==> config.mk <==
export PLATFORM = sky130hd
export DESIGN_NAME = pbws_sequencer
export DESIGN_NICKNAME = d
export VERILOG_FILES = /design/src/pbws_pkg.sv /design/src/pbws_fan_if.sv /design/src/pbws_fan_ctrl.sv /design/src/pbws_sequencer.sv
export SDC_FILE = /design/constraint.sdc
export NUM_CORES = 1
export LEC_CHECK = 0
export BUFFER_PORTS_ARGS = -buffer_cell sky130_fd_sc_hd__buf_2
export CORE_UTILIZATION = 41
export DETAILED_ROUTE_END_ITERATION = 12
export PLACE_DENSITY_LB_ADDON = 0.1
export SLEW_MARGIN = 10
export SYNTH_ARGS = -nofsm -noshare
export SYNTH_HDL_FRONTEND = slang
export SYNTH_SLANG_ARGS = --single-unit
==> constraint.sdc <==
create_clock -name clk_sys -period 5.2 [get_ports clk_sys]
set_input_delay 1.04 -clock clk_sys [delete_from_list [all_inputs] [get_ports clk_sys]]
set_output_delay 1.04 -clock clk_sys [all_outputs]
set_load 0.02 [all_outputs]
==> src/pbws_pkg.sv <==
// Shared constants and types for the power button and wake sequencer.
// Assumes a single always-on standby clock of 250 MHz.
package pbws_pkg;

  // Clock and timing
  localparam int CLK_PERIOD_PS  = 4000;
  localparam int CYC_PER_MS     = 1000000000 / CLK_PERIOD_PS;
  localparam int LONG_PRESS_MS  = 4000;
  localparam int LONG_PRESS_CYC = LONG_PRESS_MS * CYC_PER_MS;
  localparam int DEBOUNCE_MS    = 20;
  localparam int DEBOUNCE_CYC   = DEBOUNCE_MS * CYC_PER_MS;
  localparam int FAN_TICK_NS    = 1000;
  localparam int FAN_TICK_CYC   = (FAN_TICK_NS * 1000) / CLK_PERIOD_PS;
  localparam int CNT_W          = 30;
  localparam int TICK_W         = 16;

  // Wake source bit positions
  localparam int WAKE_PWR  = 0;
  localparam int WAKE_RTC  = 1;
  localparam int WAKE_PCIE = 2;
  localparam int WAKE_LAN  = 3;
  localparam int WAKE_PME  = 4;
  localparam int WAKE_PS2  = 5;
  localparam int WAKE_SER  = 6;
  localparam int WAKE_USB  = 7;
  localparam int WAKE_NUM  = 8;

  // Pin vector: wake sources 0..7, intrusion switch 8
  localparam int PIN_INTR  = 8;
  localparam int PIN_NUM   = 9;
  localparam logic [8:0] PIN_IDLE = 9'h000;

  // Fan defaults
  localparam int FAN_NUM            = 3;
  localparam logic [7:0] TEMP_LO    = 8'h28;
  localparam logic [7:0] TEMP_HI    = 8'h50;
  localparam logic [7:0] DUTY_RESET = 8'h00;
  localparam logic [7:0] DUTY_FULL  = 8'hFF;

  // Global power state
  typedef enum logic [1:0] {
    ST_SOFT_OFF,
    ST_WORKING,
    ST_SLEEPING
  } pbws_state_type;

endpackage

==> src/pbws_fan_if.sv <==
// Interface carrying fan run enable, temperatures and fan drive.
// Assumes the sequencer drives run and temp, the fan loop the rest.
`timescale 1ns/10ps
interface pbws_fan_if #(
  parameter int N = 3
);
  logic       run;
  logic [7:0] temp [N];
  logic [7:0] duty [N];
  logic [N-1:0] on;

  modport seq  (output run, output temp, input duty, input on);
  modport ctrl (input run, input temp, output duty, output on);
endinterface // pbws_fan_if

==> src/pbws_fan_ctrl.sv <==
// Closed-loop thermal fan control, one loop per fan.
// Assumes temperatures are synchronous to clk_sys.
`timescale 1ns/10ps
module pbws_fan_ctrl #(
  parameter int         N       = pbws_pkg::FAN_NUM,
  parameter logic [7:0] TEMP_LO = pbws_pkg::TEMP_LO,
  parameter logic [7:0] TEMP_HI = pbws_pkg::TEMP_HI
) (
  // Clock and reset
  input  wire logic clk_sys,
  input  wire logic reset_n,
  // Fan group
  pbws_fan_if.ctrl  fan
);

  logic [pbws_pkg::TICK_W-1:0] tick_cnt_q, tick_cnt_d;
  logic                        tick_q, tick_d;
  logic [7:0]                  duty_q [N];
  logic [7:0]                  duty_d [N];
  logic [N-1:0]                on_q, on_d;
  logic [7:0]                  tgt    [N];

  // Duty target from temperature, zero means fan off
  function automatic logic [7:0] target_duty(input logic [7:0] t);
    logic [9:0] s;
    s = {2'b00, t - TEMP_LO} << 2;
    if (t <= TEMP_LO) return 8'h00;
    if (t >= TEMP_HI) return pbws_pkg::DUTY_FULL;
    return (s > 10'h0FF) ? pbws_pkg::DUTY_FULL : s[7:0];
  endfunction

  // Ramp each duty one step per tick toward its target
  always_comb begin
    tick_d     = 1'b0;
    tick_cnt_d = tick_cnt_q + 1'b1;
    if (tick_cnt_q == pbws_pkg::TICK_W'(pbws_pkg::FAN_TICK_CYC - 1)) begin
      tick_cnt_d = '0;
      tick_d     = 1'b1;
    end
    for (int i = 0; i < N; i++) begin
      tgt[i]    = target_duty(fan.temp[i]);
      duty_d[i] = duty_q[i];
      if (!fan.run) begin
        duty_d[i] = pbws_pkg::DUTY_RESET;
      end else if (tick_q && duty_q[i] < tgt[i]) begin
        duty_d[i] = duty_q[i] + 8'h01;
      end else if (tick_q && duty_q[i] > tgt[i]) begin
        duty_d[i] = duty_q[i] - 8'h01;
      end
      on_d[i] = fan.run && (duty_d[i] != 8'h00);
    end
  end

  // Fan state registers
  always_ff @(posedge clk_sys or negedge reset_n) begin
    if (!reset_n) begin
      tick_cnt_q <= '0;
      tick_q     <= 1'b0;
      on_q       <= '0;
      for (int i = 0; i < N; i++) duty_q[i] <= pbws_pkg::DUTY_RESET;
    end else begin
      tick_cnt_q <= tick_cnt_d;
      tick_q     <= tick_d;
      on_q       <= on_d;
      for (int i = 0; i < N; i++) duty_q[i] <= duty_d[i];
    end
  end

  assign fan.duty = duty_q;
  assign fan.on   = on_q;
endmodule // pbws_fan_ctrl

==> src/pbws_sequencer.sv <==
// Power state sequencer: power switch timing, wake gating, intrusion, fans.
// Assumes all pins are asynchronous; config and clear inputs are on clk_sys.
//
// Overview of operation
// - In soft-off a power switch press under four seconds powers the system on.
// - In working a press under four seconds sends the system to sleep.
// - In working a hold over four seconds forces soft-off above software.
// - In sleep a press under four seconds wakes the system to working.
// - In sleep a hold over four seconds goes straight to soft-off.
// - Power switch, RTC alarm and PCIe wake may wake from S3, S4 and S5.
// - PS/2, serial and USB activity wake only from S3 and are ignored otherwise.
// - LAN and PME wake from S3 or S4, and from S5 only when enabled.
// - A closed intrusion switch raises the chassis intrusion flag.
// - Each of the three fans runs a closed thermal loop on its temperature.
// - Fans run in S0 and are held off in every other state.
`timescale 1ns/10ps
module pbws_sequencer #(
  parameter int LONG_CYC = pbws_pkg::LONG_PRESS_CYC,
  parameter int DEB_CYC  = pbws_pkg::DEBOUNCE_CYC,
  parameter int FANS     = pbws_pkg::FAN_NUM
) (
  // Clock and reset
  input  wire logic              clk_sys,
  input  wire logic              reset_n,
  // Front panel and wake pins, asynchronous
  input  wire logic              pwr_sw_n,
  input  wire logic              rtc_alarm,
  input  wire logic              pcie_wake_n,
  input  wire logic              lan_wake,
  input  wire logic              pme_n,
  input  wire logic              ps2_act,
  input  wire logic              serial_act,
  input  wire logic              usb_act,
  input  wire logic              intrusion_closed,
  // Configuration and software requests
  input  wire logic              s5_lan_pme_en,
  input  wire logic              sleep_to_disk,
  input  wire logic              os_sleep_req,
  input  wire logic              os_off_req,
  input  wire logic [7:0]        wake_clr,
  input  wire logic              intrusion_clr,
  // Temperatures, one byte per fan
  input  wire logic [FANS*8-1:0] fan_temp,
  // Power state
  output logic [1:0]             pwr_state,
  output logic                   sys_on,
  output logic                   sleep_deep,
  // Event flags
  output logic [7:0]             wake_flags,
  output logic                   intrusion_flag,
  // Fan drive
  output logic [FANS*8-1:0]      fan_duty,
  output logic [FANS-1:0]        fan_on
);

  localparam logic [pbws_pkg::CNT_W-1:0] LONG_M1 =
    pbws_pkg::CNT_W'(LONG_CYC - 1);
  localparam logic [pbws_pkg::CNT_W-1:0] DEB_M1 =
    pbws_pkg::CNT_W'(DEB_CYC - 1);

  // Pin synchronisers
  logic [pbws_pkg::PIN_NUM-1:0] pin_raw;
  logic [pbws_pkg::PIN_NUM-1:0] sync1_q, sync2_q, sync3_q;
  logic [pbws_pkg::PIN_NUM-1:0] pin_act_q, pin_act_d;

  // Switch debounce and timing
  logic                        btn_q, btn_d;
  logic [pbws_pkg::CNT_W-1:0]  deb_cnt_q, deb_cnt_d;
  logic [pbws_pkg::CNT_W-1:0]  hold_cnt_q, hold_cnt_d;
  logic                        long_done_q, long_done_d;
  logic                        short_evt_q, short_evt_d;
  logic                        long_evt_q, long_evt_d;

  // Power state and flags
  pbws_pkg::pbws_state_type    state_q, state_d;
  logic                        deep_q, deep_d;
  logic [7:0]                  flags_q, flags_d;
  logic                        intr_q, intr_d;
  logic                        sys_on_q, sys_on_d;
  logic [7:0]                  allow;

  pbws_fan_if #(.N(FANS)) fif ();

  // Active-high view of the pins
  assign pin_raw = {intrusion_closed, usb_act, serial_act, ps2_act,
                    ~pme_n, lan_wake, ~pcie_wake_n, rtc_alarm, ~pwr_sw_n};

  // Wake sources allowed in the given state
  function automatic logic [7:0] wake_allow(input pbws_pkg::pbws_state_type s,
                                            input logic deep,
                                            input logic s5_en);
    logic [7:0] m;
    m = '0;
    if (s != pbws_pkg::ST_WORKING) begin
      m[pbws_pkg::WAKE_PWR]  = 1'b1;
      m[pbws_pkg::WAKE_RTC]  = 1'b1;
      m[pbws_pkg::WAKE_PCIE] = 1'b1;
      m[pbws_pkg::WAKE_LAN]  = (s == pbws_pkg::ST_SLEEPING) || s5_en;
      m[pbws_pkg::WAKE_PME]  = (s == pbws_pkg::ST_SLEEPING) || s5_en;
    end
    if (s == pbws_pkg::ST_SLEEPING && !deep) begin
      m[pbws_pkg::WAKE_PS2] = 1'b1;
      m[pbws_pkg::WAKE_SER] = 1'b1;
      m[pbws_pkg::WAKE_USB] = 1'b1;
    end
    return m;
  endfunction

  // A pin change counts once stages two and three agree
  always_comb begin
    pin_act_d = (sync2_q & sync3_q) | (pin_act_q & (sync2_q ^ sync3_q));
  end

  always_ff @(posedge clk_sys or negedge reset_n) begin
    if (!reset_n) begin
      sync1_q   <= pbws_pkg::PIN_IDLE;
      sync2_q   <= pbws_pkg::PIN_IDLE;
      sync3_q   <= pbws_pkg::PIN_IDLE;
      pin_act_q <= pbws_pkg::PIN_IDLE;
    end else begin
      sync1_q   <= pin_raw;
      sync2_q   <= sync1_q;
      sync3_q   <= sync2_q;
      pin_act_q <= pin_act_d;
    end
  end

  // Debounce the switch, time the hold, emit short and long pulses
  always_comb begin
    btn_d       = btn_q;
    deb_cnt_d   = '0;
    hold_cnt_d  = '0;
    long_done_d = long_done_q;
    short_evt_d = 1'b0;
    long_evt_d  = 1'b0;
    if (pin_act_q[pbws_pkg::WAKE_PWR] != btn_q) begin
      deb_cnt_d = deb_cnt_q + 1'b1;
      if (deb_cnt_q >= DEB_M1) begin
        btn_d     = ~btn_q;
        deb_cnt_d = '0;
      end
    end
    if (btn_q && btn_d) begin
      hold_cnt_d = (hold_cnt_q > LONG_M1) ? hold_cnt_q : hold_cnt_q + 1'b1;
      if (hold_cnt_q == LONG_M1 && !long_done_q) begin
        long_evt_d  = 1'b1;
        long_done_d = 1'b1;
      end
    end
    if (btn_q && !btn_d) begin
      short_evt_d = !long_done_q;
      long_done_d = 1'b0;
    end
  end

  always_ff @(posedge clk_sys or negedge reset_n) begin
    if (!reset_n) begin
      btn_q       <= 1'b0;
      deb_cnt_q   <= '0;
      hold_cnt_q  <= '0;
      long_done_q <= 1'b0;
      short_evt_q <= 1'b0;
      long_evt_q  <= 1'b0;
    end else begin
      btn_q       <= btn_d;
      deb_cnt_q   <= deb_cnt_d;
      hold_cnt_q  <= hold_cnt_d;
      long_done_q <= long_done_d;
      short_evt_q <= short_evt_d;
      long_evt_q  <= long_evt_d;
    end
  end

  // Power state, sticky wake flags and intrusion flag
  always_comb begin
    allow    = wake_allow(state_q, deep_q, s5_lan_pme_en);
    state_d  = state_q;
    deep_d   = deep_q;
    flags_d  = flags_q & ~wake_clr;
    intr_d   = (intr_q && !intrusion_clr) || pin_act_q[pbws_pkg::PIN_INTR];
    // Switch wake counts on release, others on assertion
    flags_d  = flags_d | (pin_act_q[7:0] & allow & 8'hFE);
    if (short_evt_q && allow[pbws_pkg::WAKE_PWR]) begin
      flags_d[pbws_pkg::WAKE_PWR] = 1'b1;
    end
    case (state_q)
      pbws_pkg::ST_SOFT_OFF: begin
        if (short_evt_q || |(pin_act_q[7:0] & allow & 8'hFE)) begin
          state_d = pbws_pkg::ST_WORKING;
        end
      end
      pbws_pkg::ST_WORKING: begin
        if (long_evt_q || os_off_req) begin
          state_d = pbws_pkg::ST_SOFT_OFF;
        end else if (short_evt_q || os_sleep_req) begin
          state_d = pbws_pkg::ST_SLEEPING;
          deep_d  = sleep_to_disk;
        end
      end
      pbws_pkg::ST_SLEEPING: begin
        if (long_evt_q) begin
          state_d = pbws_pkg::ST_SOFT_OFF;
        end else if (short_evt_q || |(pin_act_q[7:0] & allow & 8'hFE)) begin
          state_d = pbws_pkg::ST_WORKING;
        end
      end
      default: state_d = pbws_pkg::ST_SOFT_OFF;
    endcase
    sys_on_d = (state_d == pbws_pkg::ST_WORKING);
  end

  always_ff @(posedge clk_sys or negedge reset_n) begin
    if (!reset_n) begin
      state_q  <= pbws_pkg::ST_SOFT_OFF;
      deep_q   <= 1'b0;
      flags_q  <= 8'h00;
      intr_q   <= 1'b0;
      sys_on_q <= 1'b0;
    end else begin
      state_q  <= state_d;
      deep_q   <= deep_d;
      flags_q  <= flags_d;
      intr_q   <= intr_d;
      sys_on_q <= sys_on_d;
    end
  end

  // Fan loop hookup, run only while working
  always_comb begin
    fif.run = sys_on_q;
    for (int i = 0; i < FANS; i++) begin
      fif.temp[i] = fan_temp[i*8 +: 8];
      fan_duty[i*8 +: 8] = fif.duty[i];
    end
  end

  pbws_fan_ctrl #(
    .N       (FANS)
  ) u_fan (
    .clk_sys (clk_sys),
    .reset_n (reset_n),
    .fan     (fif.ctrl)
  );

  assign fan_on         = fif.on;
  assign pwr_state      = state_q;
  assign sys_on         = sys_on_q;
  assign sleep_deep     = deep_q;
  assign wake_flags     = flags_q;
  assign intrusion_flag = intr_q;
endmodule // pbws_sequencer

==> flow_summary.toml, run 1 <==
[synthesis]
synth_commonest_cells = "dfrtp_1, nor2_1, nand2_1"
synth_flop_cell = "dfrtp_1"
seq_area_frac_synth_pct = 48.3
yosysUniqueCellTypes = 61
synth-simple-area-share_pct = 20.5
synth.area.mux_share_pct = 2.12
yosysTopAreaCell = "dfrtp_1"
yosysMostFrequentCell = "dfrtp_1"
synth_compound_area_share_pct = 10.1
syn_area_mm2 = 0.00813
synth_top_family_by_area = "simple AND/OR/NAND/NOR gates"
async_reset_ff_share_pct = 100
synth_edf_count = 0
synth_seq_cells = 157
ys_warn_count = 0
synth_top_area_share_pct = 48.3
postSynthAreaPerCell_um2 = 9.95
synthTopCellsByArea = "dfrtp_1, ha_1, xor2_1, nor2_1, xnor2_1"
synthAdderAreaFrac_pct = 7.67
syn_inst = 817
yosys.area_share.xor_xnor_pct = 8.41

[clocking]
clockBufferDepth = 2
cts.hold.buffers_added = 0
clk_root_buffer_cell = "clkbuf_16"
cts_sinks = 157
numCtsBuffers = 17
cts_tree = "yes"
htreeDepth = 4
clk_latency_ns = 0.43
path_clk_slew_ns = 0.07
post_cts_buffers = 0
cts.repair.resized = 0

[sta]
rsz0062_at_grt = "false"
whs_ns = 0.350
max_freq_mhz = 240
skew_ns = 0.0110
setup_viol = 0
worst_pin_slew_ns = 1.07
slew_headroom_pct = 28.9
finalHoldViolations = 0
drv_slew = 0
finalSetupTns_ns = 0
fin_crit_sh_pct = 80.0
fin_crit_ns = 4.16

[finish]
finalNetCount = 1010
seq_area_mm2 = 0.00393
multi_input_area_mm2 = 0.00399
nFillCells = 1837
area_growth_pct = 16.1
drive_gt1_share_pct = 14.7
num_antenna_cells = 0

[floorplan]
die_w_um = 143
initial_core_util_pct = 41.8
ios = 88
rows = 51
die_height_um = 143
core_area_mm2 = 0.0195
dieArea_mm2 = 0.0204

[power_and_ir_drop]
leakage_nw = 4.48
peakVddDrop_mv = 0.238
p_per_area_mw_per_mm2 = 297

[run_status]
status = "finished, final reports clean"

[setup_path]
cp-end-kind = "register"
slowest_stage = "or4_1"
max_stage_delay_ns = 0.52
criticalPathCategory = "in2reg"
worst-path-max-fanout = 8
cp.required_ns = 5.50
path_cells = "buf_2, inv_1, ha_1, nor4b_1, o21bai_1, a21o_1, a21oi_1, ha_1, a21oi_1, o21a_2, nand4_1, nor3_1, a21oi_1, mux2i_1, or4_1, or4_1"
worstPathArrival_ns = 4.46
rr_worst_depth = 7
crit_path_start_kind = "primary input"
cp_common_cell = "a21oi_1"

[flow_run]
cap_violations = 0

[global_route]
grtUsageTotal_pct = 16.3
top_usage_layer = "met2"
met3_usage_pct = 3.32
grt_pass1_wl_um = 26500
grt.overflow.total = 0
grtUsageMet2_pct = 25.3
grt_pass1_vias = 5659
grt_max_degree = 93
grt_util_met1_pct = 22.4
antenna_found_initial = 0

[routing]
drc = 0
routed_wl_um = 15500
ant_nets = 0
via_per_inst = 5.03
vias = 5987
dr.first_iter.drc_count = 167
wl_per_cell_um = 13.0
dr.pass1.iters = 4

[place]
numPortBuffers = 87
gp_congestion = 0.774
hpwl_um = 10800

[hold_path]
holdPathStages = 0
min_path_type = "reg2reg"
placed cells by master, fill, tap and decap left out, types with 5 or more instances in the layout:
cell type,count
nand3_1,25
buf_2,86
nor4_1,14
or3_1,5
mux2i_1,15
conb_1,7
and2_1,21
nand2b_1,10
nand2_1,58
a21o_1,17
nor2_1,97
ha_1,49
o211ai_1,5
clkbuf_16,17
dfrtp_1,157
xnor2_1,30
nor3_1,20
or4_1,5
inv_6,7
nand4_1,34
o31ai_1,8
inv_1,41
and3_1,12
a21oi_1,43
xor2_1,48
o21ai_0,25
power breakdown:
group / switching, W / total [W] / internal, W
Clock: 0.000541 / 0.00118 / 0.000640
Sequential: 0.0000715 / 0.00135 / 0.00128
Combinational: 0.000169 / 0.000274 / 0.000105
Total: 0.000782 / 0.00280 / 0.00202
kinds of logic (layout without fill, tap and decap cells):
kind of cell | count (synthesis) | after routing
XOR/XNOR | 78 | 78
buffers and inverters | 59 | 162
flip-flops | 157 | 157
adder cells (fa/ha/maj) | 50 | 50
multiplexers | 17 | 17
AO/OA/AOI/OAI | 128 | 128
other | 1 | 7
AND/OR/NAND/NOR | 327 | 327
per-stage QoR:
stage	utilization [%]	worst slack, ns	cell area (µm²)	total power [W]	cells
6_report	48.5	1.04	9440	0.00280	1191
5_1_grt	48.5	0.803	9440	0.00294	1191
4_1_cts	48.5	1.06	9440	0.00285	1191
3_5_place_dp	45.6	0.611	8880	0.00165	1159
3_3_place_gp	45.6	0.661	8880	0.00165	1159
2_1_floorplan	-	0.892	8150	0.00153	823
critical path, delay by kind of cell:
kind            cells  cell delay [ns]
buf+inv             2             0.14
simple gates        5             1.42
mux                 1             0.15
compound gates      6             1.21
fa+ha+maj           2             0.50
flip-flops by register name, indices dropped and copies added, names as in the netlist, 3 cells and up:
name / cells
wake_flags: 8
hold_cnt_q: 30
u_fan.fan.duty: 24
deb_cnt_q: 30
sync1_q: 9
sync2_q: 9
u_fan.fan.on: 3
u_fan.tick_cnt_q: 16
pin_act_q: 9
sync3_q: 9
layer usage:
metal  part of all wire (%)  wire (µm)
met1                     52       8010
met2                     44       6860
met3                    2.7        414
met4                    1.2        187
met5                      0          0
worst paths after layout:
kind	startpoint	slack, ns	end
min reg2reg	sync1_q[6]	0.35	sync2_q[6]
max	fan_temp[20]	1.04	u_fan.fan.on[2]
min in group asynchronous	reset_n	0.67	pin_act_q[4]
max reg2reg	hold_cnt_q[26]	2.30	hold_cnt_q[13]
max in group asynchronous	reset_n	3.70	u_fan.tick_q
min	sync1_q[6]	0.35	sync2_q[6]
area by class of cell:
type,count,area share [%]
clock buffer,18,4.65
clock inverter,14,1.30
inverter,41,1.63
multi-input combinational,607,42.3
sequential,157,41.6
tap,265,3.51
timing repair buffer,89,4.97
No activity file was read; power rests on OpenSTA's default activity.
==> run 2, diff against run 1 <==
==> constraint.sdc (replaced) <==
create_clock -name clk_sys -period 4 [get_ports clk_sys]
set_input_delay 0.8 -clock clk_sys [delete_from_list [all_inputs] [get_ports clk_sys]]
set_output_delay 0.8 -clock clk_sys [all_outputs]
set_load 0.02 [all_outputs]
==> flow_summary.toml, run 2 (synthesized netlist as in run 1, its figures left out) <==
[sta]
drv_slew = 0
fin_crit_sh_pct = 92.8
skew_ns = 0.0100
setup_viol = 0
whs_ns = 0.347
finalHoldViolations = 0
fin_crit_ns = 3.71
worst_slack_ns = 0.286
max_freq_mhz = 269
worst_pin_slew_ns = 1.02
rsz0062_at_grt = "false"
slew_headroom_pct = 31.9

[finish]
layout.cells.non_filler = 1210
nFillCells = 1858
final_cell_mix = "dfrtp_1, nor2_1, buf_2"
area_growth_pct = 18.8
utilization_pct = 49.6
finalNetCount = 1029
final_common_cell = "dfrtp_1"
num_antenna_cells = 0
drive_gt1_share_pct = 16.6

[setup_path]
worstPathArrival_ns = 4.01
crit_path_start_kind = "primary input"
max_stage_delay_ns = 0.53
crit_path_end = "u_fan.fan.on[2]"
crit_start = "fan_temp[20]"
cp_common_cell = "a21oi_1"
cp.required_ns = 4.29
timing.rr.end = "u_fan.fan.on[2]"
slowest_stage = "or4_1"
cp-end-kind = "register"
path_cells = "buf_2, inv_1, ha_1, nor4b_2, o21bai_2, a21o_1, a21oi_1, ha_1, a21oi_1, o21a_2, nand4_1, nor3_1, a21oi_1, mux2i_1, or4_1, or4_1"
rr_worst_depth = 10
rrSetupSlack_ns = 1.11
worst-path-max-fanout = 8
r2r_start = "u_fan.fan.duty[0]"
criticalPathCategory = "in2reg"

[routing]
wl_per_cell_um = 13.0
dr.first_iter.drc_count = 256
dr.pass1.iters = 5
routed_wl_um = 15700
via_per_inst = 5.04
ant_nets = 0
drc = 0
vias = 6093

[floorplan]
rows = 51
die_height_um = 143
ios = 88
dieArea_mm2 = 0.0204
initial_core_util_pct = 41.8
die_w_um = 143
core_area_mm2 = 0.0195

[global_route]
grt_pass1_vias = 5885
grt_pass1_wl_um = 27300
antenna_found_initial = 0
grt_max_degree = 92
grtUsageTotal_pct = 16.7
grt.overflow.total = 0

[hold_path]
hp-start = "sync1_q[1]"
min_path_type = "reg2reg"

[clocking]
cts.hold.buffers_added = 0
cts.repair.resized = 0
clk_latency_ns = 0.42
htreeDepth = 4
numCtsBuffers = 17
clk_root_buffer_cell = "clkbuf_16"
path_clk_slew_ns = 0.07
post_cts_buffers = 0
clockBufferDepth = 2
cts_tree = "yes"
cts_sinks = 157

[place]
gp_congestion = 0.804
hpwl_um = 11200
placed_cells = 1178
dp_slack_ns = -0.162
numPortBuffers = 87

[power_and_ir_drop]
p_total_w = 0.00382
p_per_area_mw_per_mm2 = 396
peakVddDrop_mv = 0.289
leakage_nw = 4.61

[flow_run]
cap_violations = 0

[run_status]
status = "finished, final reports clean"
-- run 2: cell type report --
cell class / instances / area, µm² / area share, %
flip-flops and latches: 157 / 3930 / 40.7
multi-input cells: 607 / 4000 / 41.5
inverters: 41 / 154 / 1.59
well taps: 265 / 332 / 3.44
repair buffers: 108 / 612 / 6.34
clock inverters: 15 / 196 / 2.04
clock buffers: 17 / 425 / 4.41
-- run 2: worst min path at each step --
stage | endpoint | cells past startpoint
finish | sync2_q[1] | 0
global route | sync2_q[6] | 0
CTS | sync2_q[1] | 0
detailed placement | sync2_q[1] | 0
global placement | sync2_q[7] | 0
floorplan | sync2_q[0] | 0
-- run 2: where the power goes --
group / internal, W / switching (W) / leakage, nW
Clock: 0.00100 / 0.000702 / 0.303
Combinational: 0.000142 / 0.000222 / 2.24
Sequential: 0.00166 / 0.0000911 / 2.06
-- run 2: critical path: cells and delay by family --
family | cells | cell delay, ns
buffers and inverters | 2 | 0.18
and+or+nand+nor | 5 | 1.54
muxes | 1 | 0.15
adders and majority gates | 2 | 0.41
AOI/OAI and AO/OA | 6 | 0.93
-- run 2: per-stage QoR --
step | TNS [ns] | cell area [µm²]
5_1_grt | 0 | 9650
3_5_place_dp | -0.162 | 9030
6_report | 0 | 9650
3_3_place_gp | -0.0190 | 9030
2_1_floorplan | 0 | 8160
4_1_cts | 0 | 9650
-- run 2: layer usage --
metal	track usage [%]	wire length (µm)	vias to the layer above
li1	-	-	3101
met1	23.1	7850	2893
met2	26.4	7130	87
met3	3.76	543	12
met4	4.64	164	0
met5	0	0	-
==> run 3, diff against run 2 <==
--- a/config.mk
+++ b/config.mk
@@ -12,4 +12,5 @@
 export SLEW_MARGIN = 10
 export SYNTH_ARGS = -nofsm -noshare
 export SYNTH_HDL_FRONTEND = slang
+export SYNTH_HIERARCHICAL = 1
 export SYNTH_SLANG_ARGS = --single-unit
==> flow_summary.toml, run 3 <==
[run_status]
status = "finished, final reports clean"

[sta]
slew_headroom_pct = 23.7
worst_pin_slew_ns = 1.14
setup_viol = 0
finalHoldViolations = 0
max_freq_mhz = 263
skew_ns = 0.00723
fin_crit_ns = 3.80
fin_crit_sh_pct = 95.1
drv_slew = 0
rsz0062_at_grt = "false"
finalSetupTns_ns = 0

[synthesis]
postSynthAreaPerCell_um2 = 9.90
synth_compound_area_share_pct = 12.7
synth_flop_cell = "dfrtp_1"
yosys.area_share.xor_xnor_pct = 6.00
synth.area.mux_share_pct = 1.68
synth-simple-area-share_pct = 22.2
synth_commonest_cells = "dfrtp_1, nor2_1, nand2_1"
syn_area_mm2 = 0.00847
async_reset_ff_share_pct = 100
ys_warn_count = 6
yosysUniqueCellTypes = 79
seq_area_frac_synth_pct = 46.4
synth_seq_cells = 157
synth_top_family_by_area = "simple AND/OR/NAND/NOR gates"
synthAdderAreaFrac_pct = 7.24
synthTopCellsByArea = "dfrtp_1, ha_1, nor2_1, xnor2_1, nand2_1"
yosysMostFrequentCell = "dfrtp_1"
syn_inst = 856
yosysTopAreaCell = "dfrtp_1"
synth_top_area_share_pct = 46.4
synth_edf_count = 0

[setup_path]
criticalPathCategory = "in2reg"
r2r_start = "u_fan/tick_q"
path_cells = "buf_2, inv_1, ha_1, nor4b_1, o21bai_2, a21o_1, a21oi_1, ha_1, a21oi_1, a21o_1, a21oi_2, or3_1, and3_1, or3_1, or4_1"
timing.rr.end = "u_fan/fan.on[0]"
worstPathArrival_ns = 4.09
cp-end-kind = "register"
crit_path_start_kind = "primary input"
critical-path-top-delay-family = "simple AND/OR/NAND/NOR gates"
slowest_stage = "or4_1"
cp.required_ns = 4.29
cp.buffers_inverters = 2
rrSetupSlack_ns = 1.04
max_stage_delay_ns = 0.48
rr_worst_depth = 7
worst-path-max-fanout = 8

[power_and_ir_drop]
seqPwrFrac_pct = 47.5
netSwitchingPower_w = 0.000966
combinationalPowerShare_pct = 11.6
power_frac_clock_pct = 40.9
leakage_nw = 4.65
p_total_w = 0.00368
intPower_w = 0.00271
peakVddDrop_mv = 0.317
swShare_pct = 26.3
p_per_area_mw_per_mm2 = 368

[global_route]
grtUsageTotal_pct = 17.3
grt_pass1_wl_um = 29900
grt_max_degree = 65
antenna_found_initial = 0
grt_pass1_vias = 6186
grt.overflow.total = 0

[clocking]
clockBufferDepth = 2
path_clk_slew_ns = 0.06
htreeDepth = 4
numCtsBuffers = 17
cts.hold.buffers_added = 0
cts_tree = "yes"
clk_latency_ns = 0.42
cts_sinks = 157
clk_root_buffer_cell = "clkbuf_16"

[floorplan]
ios = 88
rows = 52
core_area_mm2 = 0.0202
initial_core_util_pct = 41.9
die_w_um = 146
die_height_um = 146
dieArea_mm2 = 0.0212

[routing]
dr_wl_met3_um = 524
wl_met2_um = 7930
via_per_inst = 5.19
drc = 0
dr.first_iter.drc_count = 271
vias = 6565
dr.pass1.iters = 5
routed_wl_um = 17400
met1_length_um = 8740
highest_layer = "met4"
ant_nets = 0
wl_per_cell_um = 13.8

[hold_path]
min_path_type = "reg2reg"
hp-start = "sync1_q[0]"
holdPathStages = 0
hold_end = "sync2_q[0]"

[finish]
layout.cells.non_filler = 1264
num_antenna_cells = 0
utilization_pct = 49.4
finalNetCount = 1079
nFillCells = 1933
drive_gt1_share_pct = 18.5
final_common_cell = "dfrtp_1"
final_cell_mix = "dfrtp_1, buf_2, nor2_1"
area_growth_pct = 17.9

[place]
gp_congestion = 0.824
hpwl_um = 12600
placed_cells = 1233
numPortBuffers = 87

[flow_run]
cap_violations = 0
## run 3: kinds of logic (layout without fill, tap and decap cells)
| logic type | count (synthesis) | count (layout) |
|---|---|---|
| AOI/OAI and AO/OA | 159 | 159 |
| xor gates and xnor gates | 58 | 58 |
| adders and majority gates | 49 | 49 |
| buffers and inverters | 64 | 196 |
| DFF | 157 | 157 |
| muxes | 14 | 14 |
| other | 1 | 7 |
| and+or+nand+nor | 354 | 354 |
## run 3: final cells by class
cell class                 count  area, µm²  area share [%]
tap                          270        338            3.38
multi-input combinational    641       4280            42.9
inverter                      40        150            1.50
clock buffer                  21        460            4.61
sequential                   157       3930            39.3
timing repair buffer         125        739            7.40
clock inverter                10       90.1           0.902
## run 3: layer usage
layer | up-vias | track usage (%)
li1 | 3324 | -
met1 | 3123 | 24.3
met2 | 103 | 27.5
met3 | 15 | 2.76
met4 | 0 | 5.37
met5 | - | 0
## run 3: worst register-to-register path: stages, from the launching register on
cell	delay, ns
dfrtp_1	0.75
nand4_1	0.31
o311ai_0	0.41
a211o_1	0.20
o311ai_2	0.13
a2111oi_2	0.29
or4b_1	0.47
a211o_1	0.27
## run 3: power by group through the flow
stage / Sequential (W) / Clock [W] / Combinational [W]
floorplan: 0.00179 / 0 / 0.000253
global placement: 0.00178 / 0 / 0.000432
detailed placement: 0.00178 / 0 / 0.000435
CTS: 0.00175 / 0.00156 / 0.000436
global route: 0.00176 / 0.00162 / 0.000483
finish: 0.00175 / 0.00150 / 0.000427
## run 3: timing repair
action                                  in CTS  in global routing
gates resized for setup                      0                  4
setup buffers                                0                  0
endpoints found under the setup margin       0                  3
## run 3: worst max-delay path by stage
| stage | slack [ns] | endpoint | cells after the start | startpoint |
|---|---|---|---|---|
| floorplan | 0.003 | u_fan/fan.on[0] | 16 | fan_temp[3] |
| global placement | -0.16 | u_fan/fan.on[0] | 16 | fan_temp[3] |
| detailed placement | -0.23 | u_fan/fan.on[1] | 16 | fan_temp[12] |
| CTS | 0.21 | u_fan/fan.on[1] | 16 | fan_temp[12] |
| global route | 0.004 | u_fan/fan.on[1] | 16 | fan_temp[12] |
| finish | 0.20 | u_fan/fan.on[1] | 15 | fan_temp[12] |
## run 3: per-stage QoR
step / hold slack (ns) / instance area [µm²] / setup WS, ns
floorplan: 0.331 / 8510 / 0.00285
global placement: 0.332 / 9420 / -0.165
detailed placement: 0.336 / 9420 / -0.233
CTS: 0.350 / 9970 / 0.211
global route: 0.352 / 9990 / 0.00363
finish: 0.347 / 9990 / 0.197
